--- config.mk ---
export PLATFORM = sky130hd
export DESIGN_NAME = boot_loader
export DESIGN_NICKNAME = d
export VERILOG_FILES = /design/src/design/boot_loader.v /design/src/design/crc_byte.v
export VERILOG_INCLUDE_DIRS = /design/src /design/src/design
export SDC_FILE = /design/constraint.sdc
export NUM_CORES = 1
export LEC_CHECK = 0
export BUFFER_PORTS_ARGS = -buffer_cell sky130_fd_sc_hd__buf_4
export CORE_MARGIN = 4
export CORE_UTILIZATION = 40
export CTS_CLUSTER_DIAMETER = 80
export CTS_CLUSTER_SIZE = 8
export DETAILED_ROUTE_END_ITERATION = 6
export REMOVE_ABC_BUFFERS = 1
export SYNTH_ARGS = -nofsm -noshare
export SYNTH_HDL_FRONTEND = slang
export SYNTH_SLANG_ARGS = --single-unit
--- constraint.sdc ---
create_clock -name mclk -period 4.91 [get_ports mclk]
set_input_delay 0.7365 -clock mclk [delete_from_list [all_inputs] [get_ports mclk]]
set_output_delay 0.7365 -clock mclk [all_outputs]
set_load 0.01 [all_outputs]
--- src/design/boot_loader_consts.vh ---
// Purpose: Constants for the boot and security configuration loader
// Assumes: 100 MHz mclk
// Notes: Rule overview follows
`ifndef BOOT_LOADER_CONSTS_VH
`define BOOT_LOADER_CONSTS_VH
`define CLK_MHZ          100
`define BOOT_DELAY_US    15
`define BOOT_DELAY_CYC   (`BOOT_DELAY_US * `CLK_MHZ)
`define SEC_JTAG_OFF     0
`define SEC_LINK_OFF     1
`define SEC_SECURE_BOOT  5
`define SEC_REDUNDANT    7
`define SEC_LOCK_LO      8
`define SEC_MASTER_LOCK  12
`define SEC_JTAG_OTP_OFF 13
`define SEC_GP_LO        15
`define SEC_GP_HI        21
`define SEC_UID_LO       22
`define SEC_UID_HI       31
`define OTP_SEC_ADDR     16'hffff
`define OTP_SECTORS      4
`define OTP_ROWS         512
`define CRC_POLY         32'hedb88320
`define CRC_INIT         32'hffffffff
`define CRC_BYPASS       32'h0d15ab1e
`define REG_SECURITY     4'h0
`define REG_STATUS       4'h1
`define REG_CONTROL      4'h2
`define REG_PROG_ADDR    4'h3
`define REG_PROG_DATA    4'h4
`define REG_USER_ID      4'h5
`define ST_BUSY          0
`define ST_DONE          1
`define ST_ERROR         2
`define ST_OTP_BOOT      3
`define ST_PROG_REJECT   4
`endif

--- src/design/boot_loader.v ---
// Purpose: Security word load, boot source choice, image load and check
// Assumes: Memory reads answer one cycle after the request
// Notes: Register port answers reads one cycle later
`include "boot_loader_consts.vh"
module boot_loader
#(
  parameter DELAY_CYC = `BOOT_DELAY_CYC,
  parameter NGPIO     = 16
)
(
  // Clock, reset, enable
  input  wire             mclk,
  input  wire             resetn,
  input  wire             ce,
  input  wire             pll_lock,
  // Register port
  input  wire [3:0]       addr,
  input  wire [31:0]      wdata,
  input  wire             wr,
  input  wire             rd,
  output reg  [31:0]      rdata_ff,
  // Boot memory read port (flash or OTP)
  output reg              mem_rd_ff,
  output reg              mem_otp_ff,
  output reg  [15:0]      mem_addr_ff,
  input  wire [7:0]       mem_byte,
  // OTP word read for security word
  output reg              otp_wrd_ff,
  input  wire [31:0]      otp_word,
  // OTP programming ports
  output reg  [15:0]      otp_prog_addr_ff,
  output reg  [31:0]      otp_prog_data_ff,
  output reg  [15:0]      otp_prog_ctrl_ff,
  output reg              otp_prog_stb_ff,
  // RAM write port
  output reg              ram_we_ff,
  output reg  [17:0]      ram_addr_ff,
  output reg  [7:0]       ram_data_ff,
  // Processor and security outputs
  output reg              cpu_run_ff,
  output reg  [17:0]      cpu_pc_ff,
  output reg              rom_bypass_ff,
  output reg              boot_err_ff,
  output reg              gpio_pulldown_ff,
  output reg              jtag_block_ff,
  output reg              link_block_ff,
  output reg              otp_redundant_ff,
  output reg              jtag_otp_block_ff
);
  localparam S_DELAY = 8'h01;
  localparam S_SEC   = 8'h02;
  localparam S_SECW  = 8'h04;
  localparam S_SIZE  = 8'h08;
  localparam S_PROG  = 8'h10;
  localparam S_CRC   = 8'h20;
  localparam S_CHECK = 8'h40;
  localparam S_RUN   = 8'h80;

  reg  [7:0]  state_ff;
  reg  [31:0] cnt_ff;
  reg  [31:0] sec_ff;
  reg  [31:0] size_ff;
  reg  [31:0] crcw_ff;
  reg  [31:0] bytes_ff;
  reg  [1:0]  bidx_ff;
  reg         pend_ff;
  reg         reject_ff;
  reg  [15:0] paddr_ff;
  reg  [31:0] pdata_ff;
  wire [31:0] crc_val;
  wire        byte_in;
  wire        crc_step;
  wire [31:0] total_bytes;
  wire [31:0] status;

  // Sector containing a programming address
  function [1:0] sector_of;
    input [15:0] a;
    begin
      sector_of = a[10:9];
    end
  endfunction

  function locked;
    input [31:0] s;
    input [15:0] a;
    begin
      if (s[`SEC_MASTER_LOCK])
        locked = 1'b1;
      else if (a == `OTP_SEC_ADDR)
        locked = 1'b0;
      else
        locked = s[`SEC_LOCK_LO + sector_of(a)];
    end
  endfunction

  assign byte_in     = pend_ff;
  assign crc_step    = byte_in & ((state_ff == S_SIZE) |
                                  (state_ff == S_PROG));
  assign total_bytes = {size_ff[29:0], 2'b00};
  assign status      = {27'h0, reject_ff, sec_ff[`SEC_SECURE_BOOT],
                        boot_err_ff, cpu_run_ff,
                        (state_ff != S_RUN)};

  crc_byte u_crc
  (
    .mclk   (mclk),
    .resetn (resetn),
    .ce     (ce),
    .init   (state_ff == S_DELAY),
    .step   (crc_step),
    .din    (mem_byte),
    .crc_ff (crc_val)
  );

  always @(posedge mclk)
  begin
    if (!resetn)
    begin
      state_ff          <= S_DELAY;
      cnt_ff            <= 32'h0;
      sec_ff            <= 32'h0;
      size_ff           <= 32'h0;
      crcw_ff           <= 32'h0;
      bytes_ff          <= 32'h0;
      bidx_ff           <= 2'b00;
      pend_ff           <= 1'b0;
      reject_ff         <= 1'b0;
      paddr_ff          <= 16'h0;
      pdata_ff          <= 32'h0;
      rdata_ff          <= 32'h0;
      mem_rd_ff         <= 1'b0;
      mem_otp_ff        <= 1'b0;
      mem_addr_ff       <= 16'h0;
      otp_wrd_ff        <= 1'b0;
      otp_prog_addr_ff  <= 16'h0;
      otp_prog_data_ff  <= 32'h0;
      otp_prog_ctrl_ff  <= 16'h0;
      otp_prog_stb_ff   <= 1'b0;
      ram_we_ff         <= 1'b0;
      ram_addr_ff       <= 18'h0;
      ram_data_ff       <= 8'h0;
      cpu_run_ff        <= 1'b0;
      cpu_pc_ff         <= 18'h0;
      rom_bypass_ff     <= 1'b0;
      boot_err_ff       <= 1'b0;
      gpio_pulldown_ff  <= 1'b1;
      jtag_block_ff     <= 1'b0;
      link_block_ff     <= 1'b0;
      otp_redundant_ff  <= 1'b0;
      jtag_otp_block_ff <= 1'b0;
    end
    else if (ce)
    begin
      gpio_pulldown_ff <= 1'b0;
      mem_rd_ff        <= 1'b0;
      otp_wrd_ff       <= 1'b0;
      ram_we_ff        <= 1'b0;
      otp_prog_stb_ff  <= 1'b0;
      pend_ff          <= mem_rd_ff;
      // Register port
      rdata_ff <= 32'h0;
      if (rd)
      begin
        case (addr)
          `REG_SECURITY:  rdata_ff <= sec_ff;
          `REG_STATUS:    rdata_ff <= status;
          `REG_PROG_ADDR: rdata_ff <= {16'h0, paddr_ff};
          `REG_PROG_DATA: rdata_ff <= pdata_ff;
          `REG_USER_ID:   rdata_ff <= {22'h0,
                            sec_ff[`SEC_UID_HI:`SEC_UID_LO]};
          default:        rdata_ff <= 32'h0;
        endcase
      end
      if (wr)
      begin
        case (addr)
          `REG_SECURITY:
            sec_ff[`SEC_GP_HI:`SEC_GP_LO] <=
              wdata[`SEC_GP_HI:`SEC_GP_LO];
          `REG_PROG_ADDR: paddr_ff <= wdata[15:0];
          `REG_PROG_DATA: pdata_ff <= wdata;
          `REG_CONTROL:
          begin
            if (locked(sec_ff, paddr_ff))
              reject_ff <= 1'b1;
            else
            begin
              otp_prog_addr_ff <= paddr_ff;
              otp_prog_data_ff <= pdata_ff;
              otp_prog_ctrl_ff <= wdata[15:0];
              otp_prog_stb_ff  <= 1'b1;
            end
          end
          default: ;
        endcase
      end
      case (state_ff)
        S_DELAY:
        begin
          if (pll_lock)
          begin
            if (cnt_ff >= DELAY_CYC - 1)
            begin
              state_ff   <= S_SEC;
              otp_wrd_ff <= 1'b1;
            end
            else
              cnt_ff <= cnt_ff + 32'h1;
          end
        end
        S_SEC:
          state_ff <= S_SECW;
        S_SECW:
        begin
          sec_ff            <= otp_word;
          jtag_block_ff     <= otp_word[`SEC_JTAG_OFF];
          link_block_ff     <= otp_word[`SEC_LINK_OFF];
          otp_redundant_ff  <= otp_word[`SEC_REDUNDANT];
          jtag_otp_block_ff <= otp_word[`SEC_JTAG_OTP_OFF];
          mem_otp_ff        <= otp_word[`SEC_SECURE_BOOT];
          rom_bypass_ff     <= otp_word[`SEC_SECURE_BOOT];
          mem_addr_ff       <= 16'h0;
          mem_rd_ff         <= 1'b1;
          bidx_ff           <= 2'b00;
          state_ff          <= S_SIZE;
        end
        S_SIZE:
        begin
          if (byte_in)
          begin
            bidx_ff                 <= bidx_ff + 2'b01;
            size_ff[bidx_ff*8 +: 8] <= mem_byte;
            mem_addr_ff             <= mem_addr_ff + 16'h1;
            mem_rd_ff               <= 1'b1;
            if (bidx_ff == 2'b11)
            begin
              // Empty program goes straight to the checksum bytes
              if (size_ff[23:0] == 24'h0 && mem_byte == 8'h00)
                state_ff <= S_CRC;
              else
                state_ff <= S_PROG;
            end
          end
        end
        S_PROG:
        begin
          if (byte_in)
          begin
            bidx_ff     <= bidx_ff + 2'b01;
            ram_we_ff   <= 1'b1;
            ram_addr_ff <= bytes_ff[17:0];
            ram_data_ff <= mem_byte;
            bytes_ff    <= bytes_ff + 32'h1;
            mem_addr_ff <= mem_addr_ff + 16'h1;
            mem_rd_ff   <= 1'b1;
            // Leave on the last program byte so no checksum byte is stored
            if (bytes_ff + 32'h1 >= total_bytes)
              state_ff <= S_CRC;
          end
        end
        S_CRC:
        begin
          if (byte_in)
          begin
            bidx_ff                 <= bidx_ff + 2'b01;
            crcw_ff[bidx_ff*8 +: 8] <= mem_byte;
            if (bidx_ff == 2'b11)
              state_ff <= S_CHECK;
            else
            begin
              mem_addr_ff <= mem_addr_ff + 16'h1;
              mem_rd_ff   <= 1'b1;
            end
          end
        end
        S_CHECK:
        begin
          state_ff <= S_RUN;
          if (crcw_ff == `CRC_BYPASS || crcw_ff == ~crc_val)
          begin
            cpu_run_ff <= 1'b1;
            cpu_pc_ff  <= 18'h0;
          end
          else
            boot_err_ff <= 1'b1;
        end
        S_RUN: ;
        default: state_ff <= S_DELAY;
      endcase
    end
  end
endmodule

--- src/design/crc_byte.v ---
// Purpose: One byte step of the reflected CRC-32, registered result
// Assumes: Step pulses once per byte
// Notes: Holds state when init and step are low
`include "boot_loader_consts.vh"
module crc_byte
(
  // Clock and control
  input  wire        mclk,
  input  wire        resetn,
  input  wire        ce,
  input  wire        init,
  input  wire        step,
  // Data
  input  wire [7:0]  din,
  output reg  [31:0] crc_ff
);
  function [31:0] crc_next;
    input [31:0] c;
    input [7:0]  d;
    integer      i;
    reg     [31:0] t;
    begin
      t = c ^ {24'h000000, d};
      for (i = 0; i < 8; i = i + 1)
        t = t[0] ? ((t >> 1) ^ `CRC_POLY) : (t >> 1);
      crc_next = t;
    end
  endfunction

  always @(posedge mclk)
  begin
    if (!resetn)
      crc_ff <= `CRC_INIT;
    else if (ce)
    begin
      if (init)
        crc_ff <= `CRC_INIT;
      else if (step)
        crc_ff <= crc_next(crc_ff, din);
    end
  end
endmodule

==> results of run 1 <==
-- final timing paths --
| kind | cells past startpoint | slack, ns | end |
|---|---|---|---|
| worst max register to register | 13 | 0.58 | state_ff[7] |
| worst min register to register | 1 | 0.45 | cnt_ff[16] |
| worst min-delay path | 3 | 0.38 | otp_prog_ctrl_ff[8] |
| worst max-delay path | 13 | 0.58 | state_ff[7] |
-- through the flow --
| step | cells | cell area (um2) |
|---|---|---|
| detailed placement | 2903 | 20700 |
| global route | 2961 | 22100 |
| global placement | 2903 | 20700 |
| CTS | 2961 | 22100 |
| floorplan | 2048 | 18000 |
| finish | 2962 | 22100 |
-- Yosys cell counts, types with 55 or more instances --
| master | number |
|---|---|
| dfxtp_1 | 395 |
| nand2_1 | 391 |
| o21ai_0 | 134 |
| and2_1 | 127 |
| clkbuf_1 | 124 |
| xnor2_1 | 105 |
| nand3_1 | 90 |
| a21boi_0 | 83 |
| xor2_1 | 73 |
| inv_1 | 69 |
| nor2b_1 | 69 |
| nor2_1 | 55 |
-- worst max-delay path: cells and delay by family (launching register included) --
kind / cells / cell delay (ns)
adder cells (fa/ha/maj): 2 / 0.55
AND/OR/NAND/NOR: 7 / 2.30
AO/OA/AOI/OAI: 3 / 0.79
XOR/XNOR: 1 / 0.14
flip-flops: 1 / 0.41
-- report_power, final --
part | switching (mW) | leakage (nW) | internal [mW]
clock network | 1.37 | 0.699 | 1.96
registers | 0.00487 | 3.18 | 3.22
logic | 0.199 | 4.40 | 0.135
total | 1.58 | 8.28 | 5.31
-- metal layers --
metal  up-vias  global-route usage [%]  wire [um]  share of wire [%]
li1       7726                       -          -                  -
met1      7521                    27.3      23400                 44
met2       407                    33.1      25000                 46
met3        85                    5.91       4180                7.8
met4         2                    6.42       1280                2.4
met5         -                       0         13              0.024
-- cell type report --
| type | instances | area, um2 | share of cell area [%] |
|---|---|---|---|
| clock inverters | 3 | 57.6 | 0.260 |
| inverters | 69 | 259 | 1.17 |
| clock buffers | 55 | 1380 | 6.22 |
| repair buffers | 255 | 1960 | 8.86 |
| flip-flops and latches | 395 | 7910 | 35.7 |
| multi-input cells | 1584 | 9810 | 44.3 |
| diodes | 1 | 2.50 | 0.0113 |
| well taps | 600 | 751 | 3.39 |
-- sequential cells by signal (all words and copies together), names as in the netlist, 18 cells and up --
signal and flops:
bytes_ff 32, cnt_ff 32, crcw_ff 32, otp_prog_data_ff 32, pdata_ff 32, rdata_ff 32
sec_ff 32, u_crc.crc_ff 32, size_ff 30, ram_addr_ff 18
-- cells by family after synthesis --
group / synth area share (%)
AOI/OAI and AO/OA: 13.9
xor gates and xnor gates: 8.36
adders and majority gates: 2.55
buffers and inverters: 5.42
DFF: 42.4
muxes: 3.44
other: 0.0201
and+or+nand+nor: 23.9
==> results_dict.tcl, run 1 <==
set metrics [dict create \
    cts_sinks 395 \
    nFillCells 4382 \
    cts_buffer_depth 3 \
    reg2reg_from "bytes_ff[0]" \
    grt_use_total_pct 20.7 \
    crit_type "register to register" \
    drive_gt1_share_pct 14.2 \
    min-delay-start "wdata[8]" \
    synth.cell_area_mm2 0.0186 \
    synth-async-reset-ratio_pct 0 \
    powerDensity_mw_per_mm2 312 \
    grt_max_degree 164 \
    seq_area_frac_synth_pct 42.4 \
    grt_pass1_wl_um 84800 \
    detail_route.wl_per_cell_um 18.2 \
    postSynthCellCount 2198 \
    fin_setup_tns_ns 0 \
    placementRows 78 \
    antenna_found_initial 2 \
    yosysWarnings 0 \
    ios 251 \
    path_cells "ha_1 -> nand3_1 -> or4_1 -> nor4_4 -> nand2_1 -> xnor2_1 -> ha_1 -> and4_1 -> nand2_1 -> or4_1 -> a21oi_1 -> o41a_1 -> o21ai_0" \
    fin_total_pwr_mw 6.89 \
    clock_latency_ns 0.61 \
    drcViolationCount 0 \
    drt-vias-per-instance 5.31 \
    cts-hold-fix-buffers 0 \
    ys_top_cells_by_area "dfxtp_1, nand2_1, xnor2_1, and2_1, o21ai_0" \
    cts_buffers 55 \
    dp_hpwl_um 36400 \
    finalCriticalPeriod_ns 4.33 \
    drtIter0Drc 1151 \
    post_cts_buffers 0 \
    vias 15700 \
    synth_top_cell_area_share_pct 42.4 \
    startpoint "bytes_ff[0]" \
    htreeDepth 2 \
    utilization_pct 48.4 \
    slowest_delay_ns 0.76 \
    gp_congestion 0.836 \
    max-vdd-ir-drop_v 0.000279 \
    synth_edf_count 0 \
    worstPathMaxFanout 8 \
    synthDistinctLibCells 68 \
    layout_common_cells "dfxtp_1, nand2_1, buf_4" \
    min_path_type "input port to register" \
    yosysTopAreaCell "dfxtp_1" \
    end_kind "register" \
    layout.cells.most_common "dfxtp_1" \
    synth-main-ff-cell "dfxtp_1" \
    die_area_mm2 0.0501 \
    critical-path-slowest-cell "or4_1" \
    root_buffer "clkbuf_16" \
    core_mm2 0.0457 \
    rsz0062_at_grt "no" \
    drt_wl_total_um 53900 \
    fmax_ghz 0.231 \
    synth_seq_cells 395 \
    relSlewSlack_pct 27.9 \
    post-place-ws_ns 0.537 \
    drtAntennaViolNets 0 \
    cts_tree "yes" \
    die_height_um 224 \
    max_slew.worst_pin.slew_ns 1.08 \
    worst_ep_required_time_ns 5.36 \
    setup_slack_ns 0.579 \
    firstDrtPassIters 6 \
    start_util_pct 40.8 \
    finalNetCount 2480 \
    cp_data_arrival_time_ns 4.78 \
    slew_violations 0 \
    setup_viol_count_final 0 \
    status "finished clean" \
    leakage_nw 8.28 \
    die_w_um 224 \
    path_clk_slew_ns 0.05 \
    critPathLaunchType "register" \
    min_period_over_period_pct 88.2 \
    cts_resized 0 \
    finalHoldViolCount 0 \
    port-buffer-count 232 \
    grt-ovfl-total 0 \
    clock_skew_ns 0.0395 \
    holdWs_ns 0.382 \
    area_growth_syn_to_layout_pct 18.7 \
    max-cap-violations 0 \
    first_global_vias 15400 \
    avgSynthCellArea_um2 8.48 \
]
Power figures use the tool's default switching activity.
==> run 2: changes to the inputs <==
--- a/config.mk
+++ b/config.mk
@@ -8,10 +8,11 @@
 export LEC_CHECK = 0
 export BUFFER_PORTS_ARGS = -buffer_cell sky130_fd_sc_hd__buf_4
 export CORE_MARGIN = 4
-export CORE_UTILIZATION = 40
+export CORE_UTILIZATION = 55
 export CTS_CLUSTER_DIAMETER = 80
 export CTS_CLUSTER_SIZE = 8
 export DETAILED_ROUTE_END_ITERATION = 6
+export PLACE_DENSITY = 0.77
 export REMOVE_ABC_BUFFERS = 1
 export SYNTH_ARGS = -nofsm -noshare
 export SYNTH_HDL_FRONTEND = slang
==> run 2 against run 1 <==
  * Sequential power hardly changed
  * Design area is 1.2% lower
  * Combinational power is 2% lower
  * Register-to-register slack worse by 0.20 ns
  * Sequential cell count stayed put
  * Count of clock-buffer cells in the layout stayed put
  * Largest cell class unchanged
  * Highest routed layer unchanged
==> results_dict.tcl, run 2 (synthesis gave the netlist of run 1 again) <==
set metrics [dict create \
    multi_input_area_mm2 0.00981 \
    end_kind "register" \
    critPathTopFamily "simple AND/OR/NAND/NOR gates" \
    dp_hpwl_um 33800 \
    layout.cells.most_common "dfxtp_1" \
    leakage_nw 8.24 \
    seq_power_share_pct 47.3 \
    cts-hold-fix-buffers 0 \
    grt_max_degree 186 \
    antenna_found_initial 2 \
    relSlewSlack_pct 31.4 \
    finalNonFillerCells 2805 \
    path_cells "ha_1 -> nand3_1 -> or4_1 -> nor4_4 -> nand2_1 -> xnor2_1 -> ha_1 -> and4_1 -> nand2_1 -> or4_1 -> a21oi_1 -> o41a_1 -> o21ai_0" \
    p_switching_mw 1.51 \
    drt_wl_total_um 49800 \
    drcViolationCount 0 \
    seq_area_mm2 0.00791 \
    first_global_vias 15500 \
    clock_skew_ns 0.0220 \
    drive_gt1_share_pct 14.1 \
    drtAntennaViolNets 0 \
    power_frac_clock_pct 47.9 \
    grt-ovfl-total 0 \
    cts_resized 0 \
    cts_buffer_depth 3 \
    die_height_um 192 \
    critPathLaunchType "register" \
    sw_frac_of_total_pct 22.2 \
    holdWs_ns 0.419 \
    finalNetCount 2475 \
    grt_pass1_wl_um 79200 \
    ios 251 \
    powerDensity_mw_per_mm2 312 \
    worstPathMaxFanout 8 \
    cts_sinks 395 \
    startpoint "bytes_ff[0]" \
    status "finished clean" \
    min_path_type "input port to register" \
    placementRows 67 \
    vias 16000 \
    reg2reg_from "bytes_ff[0]" \
    slowest_delay_ns 0.77 \
    root_buffer "clkbuf_16" \
    path_clk_slew_ns 0.05 \
    drtIter0Drc 1289 \
    clock_latency_ns 0.57 \
    setup_viol_count_final 0 \
    min_period_over_period_pct 92.3 \
    detail_route.wl_per_cell_um 17.8 \
    max_slew.worst_pin.slew_ns 1.03 \
    die_area_mm2 0.0369 \
    utilization_pct 65.4 \
    layout_common_cells "dfxtp_1, nand2_1, buf_4" \
    critical-path-slowest-cell "or4_1" \
    grt_use_total_pct 26.1 \
    nFillCells 2786 \
    cts_tree "yes" \
    core_mm2 0.0334 \
    start_util_pct 55.7 \
    min-delay-start "wdata[1]" \
    max-vdd-ir-drop_v 0.000294 \
    cts_buffers 55 \
    gp_congestion 0.940 \
    slew_violations 0 \
    area_growth_syn_to_layout_pct 17.3 \
    cp.buffers_inverters 0 \
    firstDrtPassIters 5 \
    drt-vias-per-instance 5.71 \
    fmax_ghz 0.221 \
    finalCriticalPeriod_ns 4.53 \
    post_cts_buffers 0 \
    rsz0062_at_grt "no" \
    p_int_mw 5.30 \
    port-buffer-count 232 \
    fin_total_pwr_mw 6.81 \
    finalHoldViolCount 0 \
    crit_type "register to register" \
    fin_setup_tns_ns 0 \
    worst_ep_required_time_ns 5.34 \
    htreeDepth 2 \
    max-cap-violations 0 \
    comb_power_share_pct 4.8 \
    cp_data_arrival_time_ns 4.95 \
    dp.cells 2746 \
    die_w_um 192 \
]
-- run 2: changes by cell type in the layout (fill, tap and decap cells not counted), sizes merged --
| cell | previous run | this run |
|---|---|---|
| buf | 255 | 250 |
| clkinv | 1 | 2 |
| inv | 70 | 69 |
-- run 2: power by group through the flow --
| stage | registers, mW | logic, mW | clock network, mW |
|---|---|---|---|
| after global placement | 3.29 | 0.320 | 0 |
| after floorplan | 3.29 | 0.151 | 0 |
| final | 3.22 | 0.327 | 3.26 |
| after global routing | 3.22 | 0.350 | 3.44 |
| after CTS | 3.22 | 0.323 | 3.31 |
| after detailed placement | 3.29 | 0.321 | 0 |
-- run 2: cell type report --
type                    count  share of cell area, %
multi-input cells        1584                   44.9
flip-flops and latches    395                   36.2
repair buffers            250                   8.73
clock buffers              55                   6.29
well taps                 448                   2.56
inverters                  69                   1.18
clock inverters             3                  0.183
diodes                      1                 0.0114
-- run 2: final timing paths --
path,endpoint,slack (ns),cells after the start
setup reg to reg,state_ff[7],0.38,13
hold reg to reg,otp_prog_data_ff[19],0.46,2
setup / recovery,state_ff[7],0.38,13
hold / removal,otp_prog_ctrl_ff[1],0.42,3
-- run 2: stage by stage --
stage	cell area [um2]	setup slack (ns)
after floorplan	18000	-2.76
after global placement	20400	0.653
after detailed placement	20400	0.442
after CTS	21900	0.356
after global routing	21900	0.0919
final	21900	0.380
-- run 2: worst reg2reg max path, stage by stage, from the launching register on --
cell	delay, ns
dfxtp_1	0.41
ha_1	0.25
nand3_1	0.21
or4_1	0.77
nor4_4	0.55
nand2_1	0.14
xnor2_1	0.17
ha_1	0.31
and4_1	0.21
nand2_1	0.09
or4_1	0.52
a21oi_1	0.17
o41a_1	0.44
o21ai_0	0.18
-- run 2: routing by layer --
layer / share of wire [%] / track usage (%) / up-vias
met4: 3.1 / 8.48 / 2
met5: 0.028 / 0 / -
met1: 41 / 32.2 / 7648
met3: 8.2 / 7.12 / 103
met2: 48 / 44.4 / 521
li1: - / - / 7743
==> run 3: changes to the inputs <==
--- a/config.mk
+++ b/config.mk
@@ -6,6 +6,7 @@
 export SDC_FILE = /design/constraint.sdc
 export NUM_CORES = 1
 export LEC_CHECK = 0
+export ABC_AREA = 1
 export BUFFER_PORTS_ARGS = -buffer_cell sky130_fd_sc_hd__buf_4
 export CORE_MARGIN = 4
 export CORE_UTILIZATION = 55
==> run 3 against run 2 <==
  * Register-to-register slack gained 1.2 ns
  * First-iteration DRC count shrank 11%
  * Count of clock-buffer cells in the layout is the same
  * Final cell count up 12%
  * Sequential power is 10% higher
  * Power rose by 31%
  * Largest cell class unchanged
  * Highest routed layer is now met4
==> results_dict.tcl, run 3 <==
set metrics [dict create \
    status "finished clean" \
    crit_type "register to register" \
    first_global_vias 16400 \
    seq_area_mm2 0.00791 \
    diodes 0 \
    avgSynthCellArea_um2 7.38 \
    drt_wl_total_um 51400 \
    die_height_um 192 \
    startpoint "bytes_ff[0]" \
    multi_input_area_mm2 0.00881 \
    port-buffer-count 232 \
    worst_ep_required_time_ns 5.37 \
    grt_pass1_wl_um 82200 \
    cp_data_arrival_time_ns 3.79 \
    synth_edf_count 0 \
    drtIter0Drc 1142 \
    ys_top_cells_by_count "dfxtp_1, nand2_1, inv_1, a21oi_1, o21ai_0" \
    drt-vias-per-instance 5.50 \
    slew_violations 0 \
    die_area_mm2 0.0369 \
    start_util_pct 55.7 \
    synth-main-ff-cell "dfxtp_1" \
    area_growth_syn_to_layout_pct 17.6 \
    layout.cells.most_common "dfxtp_1" \
    clock_latency_ns 0.59 \
    max_slew.worst_pin.slew_ns 1.02 \
    grt_use_total_pct 26.8 \
    synth_seq_cells 395 \
    synthDistinctLibCells 50 \
    setup_viol_count_final 0 \
    path_clk_slew_ns 0.05 \
    grt_max_degree 131 \
    fmax_ghz 0.301 \
    cts_buffers 55 \
    cts-hold-fix-buffers 0 \
    grt-ovfl-total 0 \
    die_w_um 192 \
    leakage_nw 9.34 \
    end_kind "register" \
    finalCriticalPeriod_ns 3.33 \
    synth_top_cell_area_share_pct 42.4 \
    dp.cells 3092 \
    cts_tree "yes" \
    gp_congestion 0.935 \
    min_period_over_period_pct 67.8 \
    relSlewSlack_pct 32.0 \
    synth.cell_area_mm2 0.0186 \
    fin_setup_tns_ns 0 \
    cts_sinks 395 \
    layout_common_cells "dfxtp_1, nand2_1, inv_1" \
    fin_area_mm2 0.0219 \
    cts_buffer_depth 3 \
    critPathLaunchType "register" \
    vias 17300 \
    ios 251 \
    finalHoldViolCount 0 \
    yosysTopAreaCell "dfxtp_1" \
    nFillCells 2811 \
    ys_top_cells_by_area "dfxtp_1, a21oi_1, o21ai_0, nand2_1, inv_1" \
    clock_skew_ns 0.0465 \
    drive_gt1_share_pct 14.3 \
    rsz0062_at_grt "no" \
    dp_hpwl_um 36100 \
    root_buffer "clkbuf_16" \
    detail_route.wl_per_cell_um 16.3 \
    drtAntennaViolNets 0 \
    seq_area_frac_synth_pct 42.4 \
    placementRows 67 \
    antenna_found_initial 0 \
    min-delay-start "otp_word[13]" \
    synth_most_common_cell "dfxtp_1" \
    htreeDepth 2 \
    postSynthCellCount 2524 \
    firstDrtPassIters 6 \
    cts_resized 0 \
    max-vdd-ir-drop_v 0.000265 \
    synth-async-reset-ratio_pct 0 \
    reg2reg_from "bytes_ff[0]" \
    max-cap-violations 0 \
    drcViolationCount 0 \
    core_mm2 0.0334 \
    finalNetCount 2821 \
    fin_total_pwr_mw 8.94 \
    powerDensity_mw_per_mm2 408 \
    finalNonFillerCells 3151 \
    min_path_type "input port to register" \
    dpl_cell_area_mm2 0.0205 \
    worstPathMaxFanout 14 \
    post_cts_buffers 0 \
    yosysWarnings 0 \
]
[run 3: cell types whose count changed after synthesis, sizes merged, moves of 32 or more]
cell	change
inv	+280
a21oi	+272
o21ai	+176
nor2	+152
and2	-128
a21boi	-86
xnor2	-71
nor2b	-69
mux2i	-54
o22ai	-35
clkbuf	-32
[run 3: final timing paths]
| kind | endpoint | slack [ns] | cells after the start |
|---|---|---|---|
| max reg2reg | state_ff[1] | 1.58 | 22 |
| min | sec_ff[13] | 0.37 | 3 |
| max | state_ff[1] | 1.58 | 22 |
| min reg2reg | cnt_ff[20] | 0.42 | 2 |
[run 3: cell families (layout without fill, tap and decap cells)]
family / count (synthesis) / in the layout / synth area share, %
XOR/XNOR: 107 / 107 / 5.61
adder cells (fa/ha/maj): 38 / 38 / 2.55
AND/OR/NAND/NOR: 788 / 788 / 18.7
AO/OA/AOI/OAI: 700 / 700 / 19.9
flip-flops: 395 / 395 / 42.4
buffers and inverters: 495 / 657 / 10.8
other: 1 / 18 / 0.0201
[run 3: final cells by class]
| class | instances | area share (%) |
|---|---|---|
| clock buffers | 55 | 6.28 |
| clock inverters | 4 | 0.337 |
| inverters | 352 | 6.04 |
| multi-input cells | 1651 | 40.2 |
| flip-flops and latches | 395 | 36.1 |
| well taps | 448 | 2.56 |
| repair buffers | 246 | 8.45 |
[run 3: per-stage QoR]
stage               setup WS (ns)  hold WS, ns  util [%]
floorplan                   0.973        0.407         -
global placement             1.72        0.413      61.1
detailed placement           1.61        0.417      61.1
CTS                          1.58        0.363      65.5
global route                 1.12        0.397      65.5
finish                       1.58        0.370      65.5
[run 3: layer usage]
layer	routed length, um	part of all wire, %	GRT usage [%]
met1	21700	42	35.2
met3	3420	6.7	3.89
met4	2240	4.4	11.5
met2	24000	47	44.3
met5	0	0	0
[run 3: critical path, stage by stage, from the launching register on]
cell and delay [ns]:
dfxtp_1 0.39, ha_1 0.25, nand3_2 0.13, nor2_4 0.14, nand2_4 0.07, nor2_4 0.12
nand2_4 0.08, nor2_4 0.13, nand2_4 0.10, nor2_4 0.10, nand2_2 0.05, xor2_1 0.22
inv_1 0.07, ha_1 0.18, a21oi_1 0.13, o21a_1 0.12, nor2_1 0.04, nor4_1 0.16
nand2_1 0.33, nand2_1 0.20, nand2_1 0.07, nand2_1 0.05, nor2_1 0.04
[run 3: power breakdown]
group,switching (mW),internal [mW]
sequential,0.182,3.37
clock,1.32,1.96
combinational,1.33,0.770
